--- config.mk ---
export PLATFORM = sky130hd
export DESIGN_NAME = vsw_config_regs
export DESIGN_NICKNAME = d
export VERILOG_FILES = /design/src/common/vsw_pkg.sv /design/src/common/vsw_pulse_if.sv /design/src/vsw_config_regs.sv /design/src/vsw_term_pulse.sv
export SDC_FILE = /design/constraint.sdc
export NUM_CORES = 1
export LEC_CHECK = 0
export BUFFER_PORTS_ARGS = -buffer_cell sky130_fd_sc_hd__buf_2
export CAP_MARGIN = 5
export CORE_MARGIN = 2
export CORE_UTILIZATION = 41
export DETAILED_ROUTE_END_ITERATION = 7
export PLACE_DENSITY = 0.62
export SYNTH_ARGS = -nofsm -noshare
export SYNTH_HDL_FRONTEND = slang
export SYNTH_SLANG_ARGS = --single-unit
export TNS_END_PERCENT = 5
--- constraint.sdc ---
create_clock -name clock -period 2.45 [get_ports clock]
set_input_delay 0.1225 -clock clock [delete_from_list [all_inputs] [get_ports clock]]
set_output_delay 0.1225 -clock clock [all_outputs]
set_load 0.05 [all_outputs]
--- src/common/vsw_pkg.sv ---
// Purpose: Shared constants and types for the video switch config block
// Assumes: 40 MHz clock, 8-bit registers on a 3-bit address
// Notes:   Offsets and masks index the register array directly
`default_nettype none

package vsw_pkg;

  // ****************************************
  // Types
  // ****************************************
  typedef logic [7:0] vsw_byte_t;
  typedef logic [2:0] vsw_addr_t;
  typedef logic [1:0] vsw_src_t;
  typedef logic [15:0] vsw_chan_t;
  typedef logic [21:0] vsw_count_t;

  typedef enum logic {
    PS_IDLE = 1'b0,
    PS_HOLD = 1'b1
  } vsw_pulse_state_e;

  // ****************************************
  // Register offsets
  // ****************************************
  localparam int unsigned NUM_REGS = 8;
  localparam vsw_addr_t OFS_HS_MODES    = 3'h0;
  localparam vsw_addr_t OFS_AUX_MODES   = 3'h1;
  localparam vsw_addr_t OFS_RX_SETTINGS = 3'h2;
  localparam vsw_addr_t OFS_TERM_PULSE1 = 3'h3;
  localparam vsw_addr_t OFS_TERM_PULSE2 = 3'h4;
  localparam vsw_addr_t OFS_RX_EQ1      = 3'h5;
  localparam vsw_addr_t OFS_RX_EQ2      = 3'h6;
  localparam vsw_addr_t OFS_TX_SETTINGS = 3'h7;

  // ****************************************
  // Field positions
  // ****************************************
  localparam int unsigned MODE_EN_BIT  = 6;
  localparam int unsigned MODE_SEL_LSB = 2;
  localparam int unsigned MODE_SEL_MSB = 5;
  localparam int unsigned SRC_SEL_LSB  = 0;
  localparam int unsigned SRC_SEL_MSB  = 1;
  localparam int unsigned RX_TERM_BIT  = 0;
  localparam int unsigned OUTPUT_PREEMPH_LEVEL_LSB    = 2;
  localparam int unsigned OUTPUT_PREEMPH_LEVEL_MSB    = 3;
  localparam int unsigned TX_OTO_BIT   = 1;
  localparam int unsigned OUTPUT_CURRENT_SEL_BIT   = 0;

  // ****************************************
  // Writable masks and reset values
  // ****************************************
  localparam vsw_byte_t REG_MASK [NUM_REGS] = '{
    8'h7F, 8'h7F, 8'h01, 8'hFF, 8'hFF, 8'hFF, 8'hFF, 8'h0F};
  localparam vsw_byte_t REG_RESET [NUM_REGS] = '{
    8'h00, 8'h40, 8'h01, 8'h00, 8'h00, 8'h00, 8'h00, 8'h00};

  // ****************************************
  // Timing
  // ****************************************
  localparam int unsigned CLK_HZ       = 40_000_000;
  localparam int unsigned PULSE_MS     = 100;
  localparam int unsigned PULSE_CYCLES = PULSE_MS * (CLK_HZ / 1000);

endpackage : vsw_pkg

`default_nettype wire

--- src/common/vsw_pulse_if.sv ---
// Purpose: Carries the termination pulse trigger and its active window
// Assumes: Both ends share one clock
// Notes:   ctrl starts the window, timer reports it
`timescale 1ns/1ps
`default_nettype none

interface vsw_pulse_if;
  logic start;
  logic active;
  modport ctrl  (output start, input active);
  modport timer (input start, output active);
endinterface : vsw_pulse_if

`default_nettype wire

--- src/vsw_config_regs.sv ---
// Purpose: Configuration registers of a four-source video link switch
// Assumes: Serial access strobes and strap pins synchronous to clock
// Notes:   Strap image reloads every cycle until the first serial access
`timescale 1ns/1ps
`default_nettype none

// Functional notes
// - Input termination select 0 disconnects, 1 connects subject to pulsing
// - Pulse bit 1 opens that channel's termination 100 ms on source change
// - Pulse bits 0-3 B0-3, 4-7 A0-3, 8-11 C3-C0, 12-15 D3-D0
// - Equalizer bit 0 is 6 dB, 1 is 12 dB, same channel mapping
// - Two-bit pre-emphasis 00/01/10/11 gives 0/2/4/6 dB on all outputs
// - Output termination select 0 off, 1 on for all outputs
// - Output current select 0 is 10 mA, 1 is 20 mA
// - Registers load directly from the dedicated strap pins
// - Strap loading holds from reset until first serial register access
// - A strap pin at 3.3 V reads 1, at 0 V reads 0
// - Strap mode: mode bit6 enable pin, bits5-2 zero, bits1-0 source pins
// - Strap mode: auxiliary enable 1, mode zero, source from same pins
// - Strap mode: termination select 1, all pulse bits 0
// - Enable 0 turns channels off into standby, 1 turns them on
// - Source codes 00/01/10/11 route source A/B/C/D
// - Strap mode: one equalizer pin sets every input channel
module vsw_config_regs #(
  parameter int unsigned PULSE_CYCLES = vsw_pkg::PULSE_CYCLES
) (
  // Clock and reset
  input  wire logic          clock,
  input  wire logic          rstn,
  // Serial register access
  input  wire vsw_pkg::vsw_addr_t regAddr,
  input  wire logic          regWrEn,
  input  wire logic          regRdEn,
  input  wire vsw_pkg::vsw_byte_t regWrData,
  output var  vsw_pkg::vsw_byte_t regRdData,
  // Strap pins
  input  wire logic          strapHsEnable,
  input  wire vsw_pkg::vsw_src_t strapSourceSelect,
  input  wire logic          strapEqLevel,
  input  wire logic [1:0]    strapPreemphLevel,
  input  wire logic          strapOutputTerm,
  input  wire logic          strapOutputCurrent,
  // High-speed path controls
  output logic               hsEnable,
  output logic               hsStandby,
  output logic [3:0]         hsSwitchMode,
  output vsw_pkg::vsw_src_t  hsSourceSel,
  // Auxiliary path controls
  output logic               auxEnable,
  output logic [3:0]         auxSwitchMode,
  output vsw_pkg::vsw_src_t  auxSourceSel,
  // Input and output analog controls
  output vsw_pkg::vsw_chan_t inputTermConnect,
  output vsw_pkg::vsw_chan_t inputEqHigh,
  output logic [1:0]         outputPreemphLevel,
  output logic               outputTermEnable,
  output logic               outputCurrentSel,
  // Status
  output logic               strapModeActive
);
  import vsw_pkg::*;

  // ****************************************
  // Channel mapping
  // ****************************************
  // Reorders register bits to index source*4+channel, source A first
  // bit to channel map
  function automatic vsw_chan_t chanMap(input vsw_chan_t bits);
    vsw_chan_t m;
    m = '0;
    for (int i = 0; i < 4; i++) begin
      m[0 + i]  = bits[4 + i];
      m[4 + i]  = bits[i];
      m[8 + i]  = bits[11 - i];
      m[12 + i] = bits[15 - i];
    end
    return m;
  endfunction : chanMap

  vsw_byte_t  regFile_r [NUM_REGS];
  vsw_byte_t  regFile_nxt [NUM_REGS];
  vsw_byte_t  strapImg [NUM_REGS];
  vsw_byte_t  rdData_r, rdData_nxt;
  logic       strapMode_r, strapMode_nxt;
  vsw_src_t   prevSrc_r, prevSrc_nxt;
  vsw_chan_t  termConn_r, termConn_nxt;
  vsw_chan_t  pulseBits, eqBits, pulseMask;
  logic       rxTermEn, srcChange, anyAccess;

  vsw_pulse_if pulse ();

  // ****************************************
  // Strap image
  // ****************************************
  // Pins are logic levels here: 3.3 V arrives as 1, 0 V as 0
  // pin levels
  always_comb begin
    strapImg[OFS_HS_MODES] = {1'b0, strapHsEnable, 4'h0, strapSourceSelect};
    strapImg[OFS_AUX_MODES] = {1'b0, 1'b1, 4'h0, strapSourceSelect};
    strapImg[OFS_RX_SETTINGS] = 8'h01;
    strapImg[OFS_TERM_PULSE1] = 8'h00;
    strapImg[OFS_TERM_PULSE2] = 8'h00;
    strapImg[OFS_RX_EQ1] = {8{strapEqLevel}};
    strapImg[OFS_RX_EQ2] = {8{strapEqLevel}};
    strapImg[OFS_TX_SETTINGS] = {4'h0, strapPreemphLevel,
                                 strapOutputTerm, strapOutputCurrent};
  end

  // ****************************************
  // Register file
  // ****************************************
  assign anyAccess = regWrEn || regRdEn;

  always_comb begin
    regFile_nxt   = regFile_r;
    strapMode_nxt = strapMode_r;
    rdData_nxt    = rdData_r;
    if (strapMode_r) begin
      regFile_nxt = strapImg;
    end
    if (anyAccess) begin
      strapMode_nxt = 1'b0;
    end
    if (regWrEn) begin
      regFile_nxt[regAddr] = regWrData & REG_MASK[regAddr];
    end
    if (regRdEn) begin
      rdData_nxt = regFile_r[regAddr] & REG_MASK[regAddr];
    end
  end

  always_ff @(posedge clock) begin
    if (!rstn) begin
      regFile_r   <= REG_RESET;
      strapMode_r <= 1'b1;
      rdData_r    <= 8'h00;
    end else begin
      regFile_r   <= regFile_nxt;
      strapMode_r <= strapMode_nxt;
      rdData_r    <= rdData_nxt;
    end
  end

  // ****************************************
  // Field decode
  // ****************************************
  assign pulseBits = {regFile_r[OFS_TERM_PULSE2], regFile_r[OFS_TERM_PULSE1]};
  assign eqBits    = {regFile_r[OFS_RX_EQ2], regFile_r[OFS_RX_EQ1]};
  assign pulseMask = chanMap(pulseBits);
  assign rxTermEn  = regFile_r[OFS_RX_SETTINGS][RX_TERM_BIT];

  assign hsEnable     = regFile_r[OFS_HS_MODES][MODE_EN_BIT];
  assign hsStandby    = !regFile_r[OFS_HS_MODES][MODE_EN_BIT];
  assign hsSwitchMode = regFile_r[OFS_HS_MODES][MODE_SEL_MSB:MODE_SEL_LSB];
  assign hsSourceSel  = regFile_r[OFS_HS_MODES][SRC_SEL_MSB:SRC_SEL_LSB];
  assign auxEnable     = regFile_r[OFS_AUX_MODES][MODE_EN_BIT];
  assign auxSwitchMode = regFile_r[OFS_AUX_MODES][MODE_SEL_MSB:MODE_SEL_LSB];
  assign auxSourceSel  = regFile_r[OFS_AUX_MODES][SRC_SEL_MSB:SRC_SEL_LSB];
  assign inputEqHigh = chanMap(eqBits);
  assign outputPreemphLevel = regFile_r[OFS_TX_SETTINGS][OUTPUT_PREEMPH_LEVEL_MSB:OUTPUT_PREEMPH_LEVEL_LSB];
  assign outputTermEnable = regFile_r[OFS_TX_SETTINGS][TX_OTO_BIT];
  assign outputCurrentSel = regFile_r[OFS_TX_SETTINGS][OUTPUT_CURRENT_SEL_BIT];
  assign strapModeActive  = strapMode_r;
  assign regRdData        = rdData_r;

  // ****************************************
  // Termination pulsing
  // ****************************************
  assign srcChange   = hsSourceSel != prevSrc_r;
  assign pulse.start = srcChange && (pulseBits != '0);

  always_comb begin
    prevSrc_nxt = hsSourceSel;
    termConn_nxt = {16{rxTermEn}} & ~({16{pulse.active}} & pulseMask);
  end

  always_ff @(posedge clock) begin
    if (!rstn) begin
      prevSrc_r  <= 2'h0;
      termConn_r <= 16'h0000;
    end else begin
      prevSrc_r  <= prevSrc_nxt;
      termConn_r <= termConn_nxt;
    end
  end

  assign inputTermConnect = termConn_r;

  vsw_term_pulse #(
    .PULSE_CYCLES (PULSE_CYCLES)
  ) u_term_pulse (
    .clock (clock),
    .rstn  (rstn),
    .pulse (pulse)
  );
endmodule : vsw_config_regs

`default_nettype wire

--- src/vsw_term_pulse.sv ---
// Purpose: Times the input termination disconnect window
// Assumes: start is a one-cycle pulse, synchronous to clock
// Notes:   A start during the window restarts it
`timescale 1ns/1ps
`default_nettype none

module vsw_term_pulse #(
  parameter int unsigned PULSE_CYCLES = vsw_pkg::PULSE_CYCLES
) (
  // Clock and reset
  input  wire logic  clock,
  input  wire logic  rstn,
  // Pulse trigger and window
  vsw_pulse_if.timer pulse
);
  import vsw_pkg::*;

  localparam vsw_count_t LAST_COUNT = vsw_count_t'(PULSE_CYCLES - 1);

  vsw_pulse_state_e state_r, state_nxt;
  vsw_count_t       count_r, count_nxt;

  // ****************************************
  // Window counter
  // ****************************************
  // window length
  always_comb begin
    state_nxt = state_r;
    count_nxt = count_r;
    if (pulse.start) begin
      state_nxt = PS_HOLD;
      count_nxt = LAST_COUNT;
    end else begin
      unique case (state_r)
        PS_IDLE: count_nxt = count_r;
        PS_HOLD: begin
          if (count_r == '0) begin
            state_nxt = PS_IDLE;
          end else begin
            count_nxt = count_r - 22'h000001;
          end
        end
      endcase
    end
  end

  always_ff @(posedge clock) begin
    if (!rstn) begin
      state_r <= PS_IDLE;
      count_r <= '0;
    end else begin
      state_r <= state_nxt;
      count_r <= count_nxt;
    end
  end

  assign pulse.active = (state_r == PS_HOLD);
endmodule : vsw_term_pulse

`default_nettype wire

==> impl_summary.md, run 1 <==
Pwr
Per report_power, the clock group accounts for 34.0% of the total. Summed over all cells, the static leakage comes to ~2.4 nW. The power density normalized to cell area is 799 nW/um^2.

The fraction of power consumed by sequential logic is 41.8%. Across the VDD grid, the largest voltage drop is around 400 uV. In this run the power spent charging and discharging nets is between 1 and 1.5 mW. The part of the total power dissipated in combinational logic is 24.2%.

Of the total power, the share spent switching nets is 32.2%. The internal power consumption is approximately 3.0 mW.

Drt
Detailed routing placed a total of 5910 um of wire on met2. Detailed routing placed a total of between 800 and 900 um of wire on met3. In the final routed layout, each cell accounts on average for 17.5 um.

The average via count per standard cell is ~5.6. In the routed design, unresolved DRC markers number 0. The routed metal-1 wirelength is ~6000 um. The post-route antenna net violation count is 0. The total wire length after detailed routing is approximately 13,000 um. The total via count in the routed design is ~4,200. The detailed router used layers up to and including met4. The length of the first detailed-routing pass in iterations is 5.

In this run, the number of DRC markers left after iteration 0 of detailed routing was between 200 and 300.

Clock network
Post-CTS repair changed the size of 0 cells. The tree is rooted in a clkbuf_16. The TritonCTS clock tree is built. The number of CTS-inserted buffers is 9. The buffer depth of the longest clock path is 2. The hold buffer count at CTS is 0. The clock latency on the worst-skew pair is roughly 0.35 ns. Post-CTS timing repair inserted 0 buffers for setup. The count of clock tree sinks is slightly above 100. Clock-pin slew was measured on the worst setup and hold paths at 0.07 ns.

The number of levels the H-tree was split into is 3.

Synth
The summed instance area of the synthesized netlist is 4950 um^2. The total number of yosys warnings is 0. The proportion of register bits with asynchronous set or reset after synthesis is 0%. Counting distinct cell types in the post-synthesis netlist gives slightly below 50.

Synthesis inferred between 100 and 150 register bits. The number of enable flip-flop cells after synthesis is 0. The synthesized area per cell is ~8.8 um^2. Counting every net in the synthesized netlist gives 586. The flip-flop cell with the highest count after synthesis is dfxtp_1.

Of the synthesized area, sequential elements account for between 40 and 50%. The gate count of the mapped netlist is 561.

Floorplanning
In this run the core area contains 40 standard-cell rows. The core region is 11,900 um^2. In this run the vertical extent of the chip is around 110 um.

The floorplan step set the die width to ~110 um. The initial utilization of the core area, before any placement, comes to ~42%. For this design the top-level I/O count stands at slightly above 80. The floorplan step defined a die boundary enclosing between 10,000 and 15,000 um^2.

Setup path
Data on the critical path arrives at its endpoint at about 2.5 ns. The required time at the endpoint of the critical path is around 2.7 ns. The launch instance of the worst register-to-register path is u_term_pulse.count_r[2]. The first element of the critical path is u_term_pulse.count_r[2].

STA classifies the critical path endpoint as a flip-flop. In this run the worst path has a maximum fanout of 9. The type of the setup path with the least slack is flip-flop to flip-flop. STA classifies the critical path startpoint as a flip-flop.

Finish
In the layout the commonest cells are 101 x dfxtp_1, 82 x buf_2, 45 x nand2_1. The multi-input combinational cells in the finished layout cover a total of ~2500 um^2. The count of filler cells inserted in the layout is 1,167. The post-route netlist has 20.8% of its cells at a drive strength greater than 1.

The number of nets in the final layout is 622. In the final layout, flip-flops and latches occupy between 2000 and 2500 um^2. The leading cell type in the layout, fill and taps excluded is dfxtp_1. The layout overhead on the synthesized area is 12.7%. The number of antenna diodes in the final layout is 0.

STA
Based on the critical path, the design can be clocked at up to 446 MHz. Between clock sinks in the finished design, the worst skew comes to about 0.0072 ns. The worst path in the final design needs a cycle of 2.24 ns, including I/O delays and setup. The max-slew violation total from the final report is 0. The final total negative setup slack is 0 ns. The relative slew slack is about three fifths. Setup repair after global routing left no endpoint under its margin. Of the available clock period, the critical path in the final layout requires between 90% and 100%. The number of hold-slack violations in the final timing report is 0. The final setup violation count is 0.

For the pin with the worst max-slew slack, the measured transition is 0.617 ns. The post-layout worst setup margin is between 0.2 and 0.25 ns.

Min path
The worst min-delay path class is input pin to flip-flop. The worst hold path begins at regWrData[1].

Global routing
Global routing used just over 20% of the available tracks. The wire length of the first global-routing pass is between 20,000 and 25,000 um. The number of antenna violations at the first check in global routing came to 0. The remaining global-route overflow is 0. The number of global-route vias before repair was approximately 3,800. Entering global routing, the biggest net connects 43 pins.

Place
The count of buffers added on input and output ports is a little over 80. The final weighted congestion of routability-driven global placement is 0.863. Once detailed placement completed, the half-perimeter wirelength came to roughly 9500 um.

At the placement stage, the worst setup path has a slack of ~0.27 ns.

Run status
The run finished with clean final reports.

Run
The total of max-cap violations is 0.
==> metrics by stage <==
step	hold WS (ns)	instances	power (mW)	instance area, um^2	util, %
after CTS	0.0429	749	4.48	5580	46.8
after global placement	0.416	733	2.94	5260	44.1
after global routing	0.0827	749	4.66	5580	46.8
after floorplan	0.267	561	2.74	4950	-
after detailed placement	0.417	733	2.96	5260	44.1
final	0.0464	749	4.46	5580	46.8
==> registers in the layout, summed over array words and instances (netlist names) <==
signal                     count
u_term_pulse.pulse.active      1
auxEnable                      1
inputEqHigh                   16
inputTermConnect              16
hsSourceSel                    2
hsSwitchMode                   4
regRdData                      8
hsEnable                       1
outputPreemphLevel             2
pulseBits                     16
outputCurrentSel               1
auxSwitchMode                  4
prevSrc_r                      2
regFile_r                      1
u_term_pulse.count_r          22
outputTermEnable               1
strapModeActive                1
auxSourceSel                   2
==> metal layers <==
metal,GRT usage [%],vias up
met1,28.6,1994
met2,31.5,142
met4,6.83,0
met5,0,-
met3,4.84,18
li1,-,2006
==> path summary, 6_finish.rpt <==
kind	end	slack, ns	depth (start not counted)
hold reg to reg	inputTermConnect[3]	0.48	1
setup reg to reg	u_term_pulse.count_r[20]	0.21	6
setup / recovery	u_term_pulse.count_r[20]	0.21	6
hold / removal	pulseBits[1]	0.05	3
==> critical path, stage by stage (launching register included) <==
cell and delay, ns:
dfxtp_1 0.36, or4_1 0.56, buf_4 0.18, nor3b_2 0.52, nand4_1 0.20, xor2_1 0.18, a21boi_0 0.17
==> layout make-up <==
cell class	instances	area share, %
Clock inverter	2	0.695
Clock buffer	14	5.09
Timing Repair Buffer	96	9.24
Sequential cell	101	36.2
Multi-Input combinational cell	379	44.8
Inverter	10	0.673
Tap cell	147	3.30
==> cells in the mapped netlist, drive strengths merged (2+ instances only) <==
| library cell | number | share of area, % |
|---|---|---|
| dfxtp | 101 | 41 |
| o32a | 3 | 0.61 |
| a31oi | 4 | 0.51 |
| nor3b | 10 | 1.6 |
| nand3b | 16 | 2.4 |
| inv | 9 | 0.68 |
| or4 | 3 | 0.45 |
| mux4 | 5 | 2.3 |
| ha | 2 | 0.51 |
| a21boi | 23 | 3.5 |
| or3b | 3 | 0.53 |
| clkbuf | 33 | 2.5 |
| nand2b | 6 | 0.76 |
| a21oi | 44 | 4.4 |
| o21ai | 27 | 2.8 |
| mux2 | 4 | 0.91 |
| mux2i | 19 | 3.8 |
| or3 | 2 | 0.25 |
| xor2 | 20 | 3.5 |
| o211a | 9 | 1.8 |
| nor4 | 9 | 1.4 |
| buf | 38 | 5.4 |
| nand3 | 6 | 0.61 |
| a211oi | 3 | 0.45 |
| a22oi | 3 | 0.45 |
| nand2 | 45 | 3.4 |
| o22ai | 4 | 0.51 |
| xnor2 | 4 | 0.71 |
| and2 | 21 | 2.7 |
| nor2 | 32 | 2.4 |
| nand4 | 9 | 1.1 |
| o211ai | 4 | 0.61 |
| nor2b | 15 | 1.9 |
| a211o | 8 | 1.4 |
| nor3 | 11 | 1.1 |
==> power by group through the flow <==
stage | Sequential, mW | Combinational, mW | Clock, mW
after floorplan | 1.96 | 0.777 | 0
after global placement | 1.89 | 1.05 | 0
after detailed placement | 1.90 | 1.07 | 0
after CTS | 1.86 | 1.08 | 1.54
after global routing | 1.87 | 1.18 | 1.61
final | 1.86 | 1.08 | 1.52
==> cell families (layout without fill, tap and decap cells) <==
family                     Yosys count  in the layout  synth area share (%)
DFF                                101            101                  40.8
muxes                               28             28                  7.03
adders and majority gates            2              2                 0.505
AOI/OAI and AO/OA                  135            135                  17.6
buffers and inverters               81            122                  8.70
and+or+nand+nor                    190            190                  21.0
xor gates and xnor gates            24             24                  4.25
No activity file was read; power rests on OpenSTA's default activity.
==> inputs of run 2 (changes only) <==
--- a/config.mk
+++ b/config.mk
@@ -5,10 +5,12 @@
 export SDC_FILE = /design/constraint.sdc
 export NUM_CORES = 1
 export LEC_CHECK = 0
+export ABC_AREA = 1
 export BUFFER_PORTS_ARGS = -buffer_cell sky130_fd_sc_hd__buf_2
 export CAP_MARGIN = 5
 export CORE_MARGIN = 2
 export CORE_UTILIZATION = 41
+export CTS_BUF_LIST = sky130_fd_sc_hd__clkbuf_8
 export DETAILED_ROUTE_END_ITERATION = 7
 export PLACE_DENSITY = 0.62
 export SYNTH_ARGS = -nofsm -noshare
==> run 2 against run 1 <==
Against the previous run:
- critical endpoint is now auxSourceSel[0]
- worst hold slack worse by 0.027 ns
- clock skew up 0.0060 ns
- synthesized cell count up 27%
- register-to-register slack better by 0.44 ns
- sequential cell count unchanged
- power up 24%
- combinational power up 130%
- utilization down 0.45 points
- cell count up 23%
- via count up 15%
- critical path depth down 3
- design area up 0.70%
==> impl_summary.md, run 2 <==
Run status
The run finished with clean final reports.

Floorplanning
83 I/O pins were placed. The die is 116 um wide. The overall die height is approximately 120 um.

The initial core utilization is 42.4%. The row count is 40. The region available for standard cell placement spans roughly 12,000 um^2. The floorplan die area is about 13,000 um^2.

Finish
Leaving out fill and tap cells, the most frequent cell in the layout is nand2_1. The number of flip-flops under the largest register name is 22. The repair_antennas step left the layout with diodes totalling 0. The most flop-heavy register is u_term_pulse.count_r.

The proportion of layout cells with a drive suffix above 1 is around 20%. In the layout the commonest cells are 135 x nand2_1, 101 x dfxtp_1, 82 x buf_2. For this run, the number of standard cells in the final layout without fillers is around 900. The net count of the finished layout is about 780.

Relative to the synthesized area, the layout overhead comes to 9.38%.

Synth
Synthesis instantiated 43 different standard cells from the library. Synthesis produced a netlist with a net count of 738. In the synthesized netlist the dominant register cell turns out to be dfxtp_1.

For this run, the register share of the synthesized area comes to 39.4%. dfxtp_1 takes more of the synthesized area than any other cell. The gate count of the mapped netlist is between 700 and 800. The proportion of register bits with asynchronous set or reset after synthesis is 0%. The Yosys step of the flow raised 0 warnings.

The commonest cells after synthesis are 135 x nand2_1, 101 x dfxtp_1, 80 x a21oi_1, 77 x nor2_1, 59 x inv_1. The dominant cell by count in the synthesized netlist is nand2_1. The register bit count reported by yosys is ~100. Of the post-synthesis cell area, the dominant cell type holds around two fifths.

Dividing the synthesized area by the synthesized cell count gives between 7 and 8 um^2. By area the synthesized netlist is led by dfxtp_1 39%, nand2_1 9.9%, a21oi_1 7.8%. The cell area that synthesis handed to floorplanning was between 5000 and 6000 um^2. The number of enable flip-flop cells after synthesis is 0.

Clock network
The count of clock tree sinks is 101. The number of gates resized after cts is 0. The CTS root buffer is clkbuf_8.

Clock-pin slew was measured on the worst setup and hold paths at approximately 0.1 ns. Post-CTS timing repair inserted 0 buffers for setup. The H-tree was split into 3 levels.

The clock passes through at most 2 buffers. At the later pin of the worst-skew pair, clock insertion delay measures about 0.4 ns. The hold buffer count at CTS is 2. The number of CTS-inserted buffers is 9. TritonCTS built the clock tree.

Drt
The post-route antenna net violation count is 0. After detailed routing, the number of remaining DRC violations is 0. For this block, wires on met1 add up to 7390 um. The total via count in the routed design is between 4,000 and 5,000. Summed over all nets, wire length on met2 after detailed routing comes to 6120 um. After detailed routing, the number of vias per cell comes to ~5.2. The starting DRC count in detailed routing is 468. The routed length on met3 is ~910 um. In the final routed layout, each cell accounts on average for roughly 16 um. Summed over all layers, the routed wires come to approximately 15,000 um.

The highest metal layer carrying signal wires in the routed design is met4. The length of the first detailed-routing pass in iterations is 5.

STA
Setup repair after global routing left no endpoint under its margin. For the final database, setup skew stands at 0.0132 ns. The max-slew violation total from the final report is 0. The final critical-path required period is ~1.8 ns. At the pin with the least slew margin, the transition time is around 1.1 ns. The achievable frequency is 554 MHz. The number of hold-slack violations in the final timing report came to 0. The relative slew slack is about 28%. The final total negative setup slack is 0 ns. Setup violations remaining at the end of the flow were counted as 0.

In the finished design, the share of the clock period the worst path needs comes to between 70% and 80%.

Pwr
Internal power comes to 3.05 mW. The part of the total power dissipated in combinational logic is between 40% and 50%. The power density normalized to cell area is 981 nW/um^2.

The worst ir drop on vdd is between 400 and 500 uV. Per report_power, the sequential group accounts for 36.6% of the total. Net switching is approximately 45% of the power. The switching power total is 2.46 mW.

Of the total power, the clock network draws 18.5%. Summed over all cells, the static leakage comes to between 2 and 3 nW.

Global routing
The remaining global-route overflow is 0. The total routing usage reported by global routing is between 20% and 30%. The number of global-route vias before repair was approximately 4,400. The number of antenna violations at the first check in global routing was 0. The wire length of the first global-routing pass is roughly 23,000 um. The maximum number of pins on one net before global-route repair is 44.

Setup path
The highest fanout seen on the critical path is 32. The required time at the endpoint of the critical path is 2.75 ns. Walking the worst path, the cells encountered are inv_1 > a21oi_1 > a221oi_1.

STA classifies the critical path endpoint as a flip-flop. For this run, the slowest stage of the critical path takes between 0.8 and 0.9 ns. The worst setup path is launched from a flip-flop. The worst setup path is of the flip-flop to flip-flop kind. The data arrival time of the worst path is between 2 and 2.5 ns. Among all stages on the critical path, the largest delay is contributed by inv_1.

Run
The total of max-cap violations is 0.

Place
The final weighted congestion of routability-driven global placement is between 0.9 and 1. Detailed placement ended at an HPWL of about 11,000 um. After detailed placement, the design holds a cell count of 906. During placement, the flow inserted port buffers numbering 82.

Min path
The worst min-delay path class is input pin to flip-flop.
[run 2: power by group through the flow]
stage               combinational, mW  sequential (mW)  clock (mW)
finish                           2.47             2.02        1.02
CTS                              2.44             2.01        1.04
detailed placement               2.43             2.05           0
global placement                 2.40             2.05           0
floorplan                        1.90             2.11           0
global route                     2.73             2.04        1.10
[run 2: logic make-up (layout without fill, tap and decap cells)]
family	Yosys count	in the layout	share of synthesized area [%]
fa+ha+maj	2	2	0.487
buf+inv	134	177	12.9
simple gates	271	271	23.3
compound gates	195	195	22.2
xor+xnor	10	10	1.71
flops	101	101	39.4
[run 2: area by class of cell]
type / instances / area [um^2]
well taps: 168 / 210
repair buffers: 91 / 483
multi-input cells: 478 / 2450
fillers: 1297 / 6490
clock inverters: 5 / 35.0
inverters: 70 / 264
clock buffers: 11 / 151
flip-flops and latches: 101 / 2020
[run 2: path summary, 6_finish.rpt]
kind | start | endpoint | slack, ns | cells past startpoint
hold / removal | regWrData[3] | pulseBits[3] | 0.02 | 3
setup reg to reg | strapModeActive | auxSourceSel[0] | 0.64 | 3
setup / recovery | strapModeActive | auxSourceSel[0] | 0.64 | 3
hold reg to reg | pulseBits[6] | inputTermConnect[2] | 0.47 | 1
[run 2: worst max-delay path: cells and delay by family, from the launching register on]
kind | cells | cell delay (ns)
AO/OA/AOI/OAI | 2 | 0.44
flip-flops | 1 | 0.43
buffers and inverters | 1 | 0.83
[run 2: routing by layer]
layer,vias up,GRT usage [%]
met4,0,7.94
met3,20,4.50
li1,2399,-
met1,2190,33.6
met2,160,31.9
met5,-,0
[run 2: per-stage QoR]
step                area (um^2)  hold WS [ns]  utilization [%]  power (mW)  setup WS, ns
floorplan                  5140         0.226                -        4.01         0.847
global placement           5410         0.391             44.7        4.44         0.666
detailed placement         5410         0.392             44.7        4.48         0.587
CTS                        5620       0.00502             46.4        5.49         0.661
global route               5620        0.0183             46.4        5.87         0.472
finish                     5620        0.0193             46.4        5.51         0.643
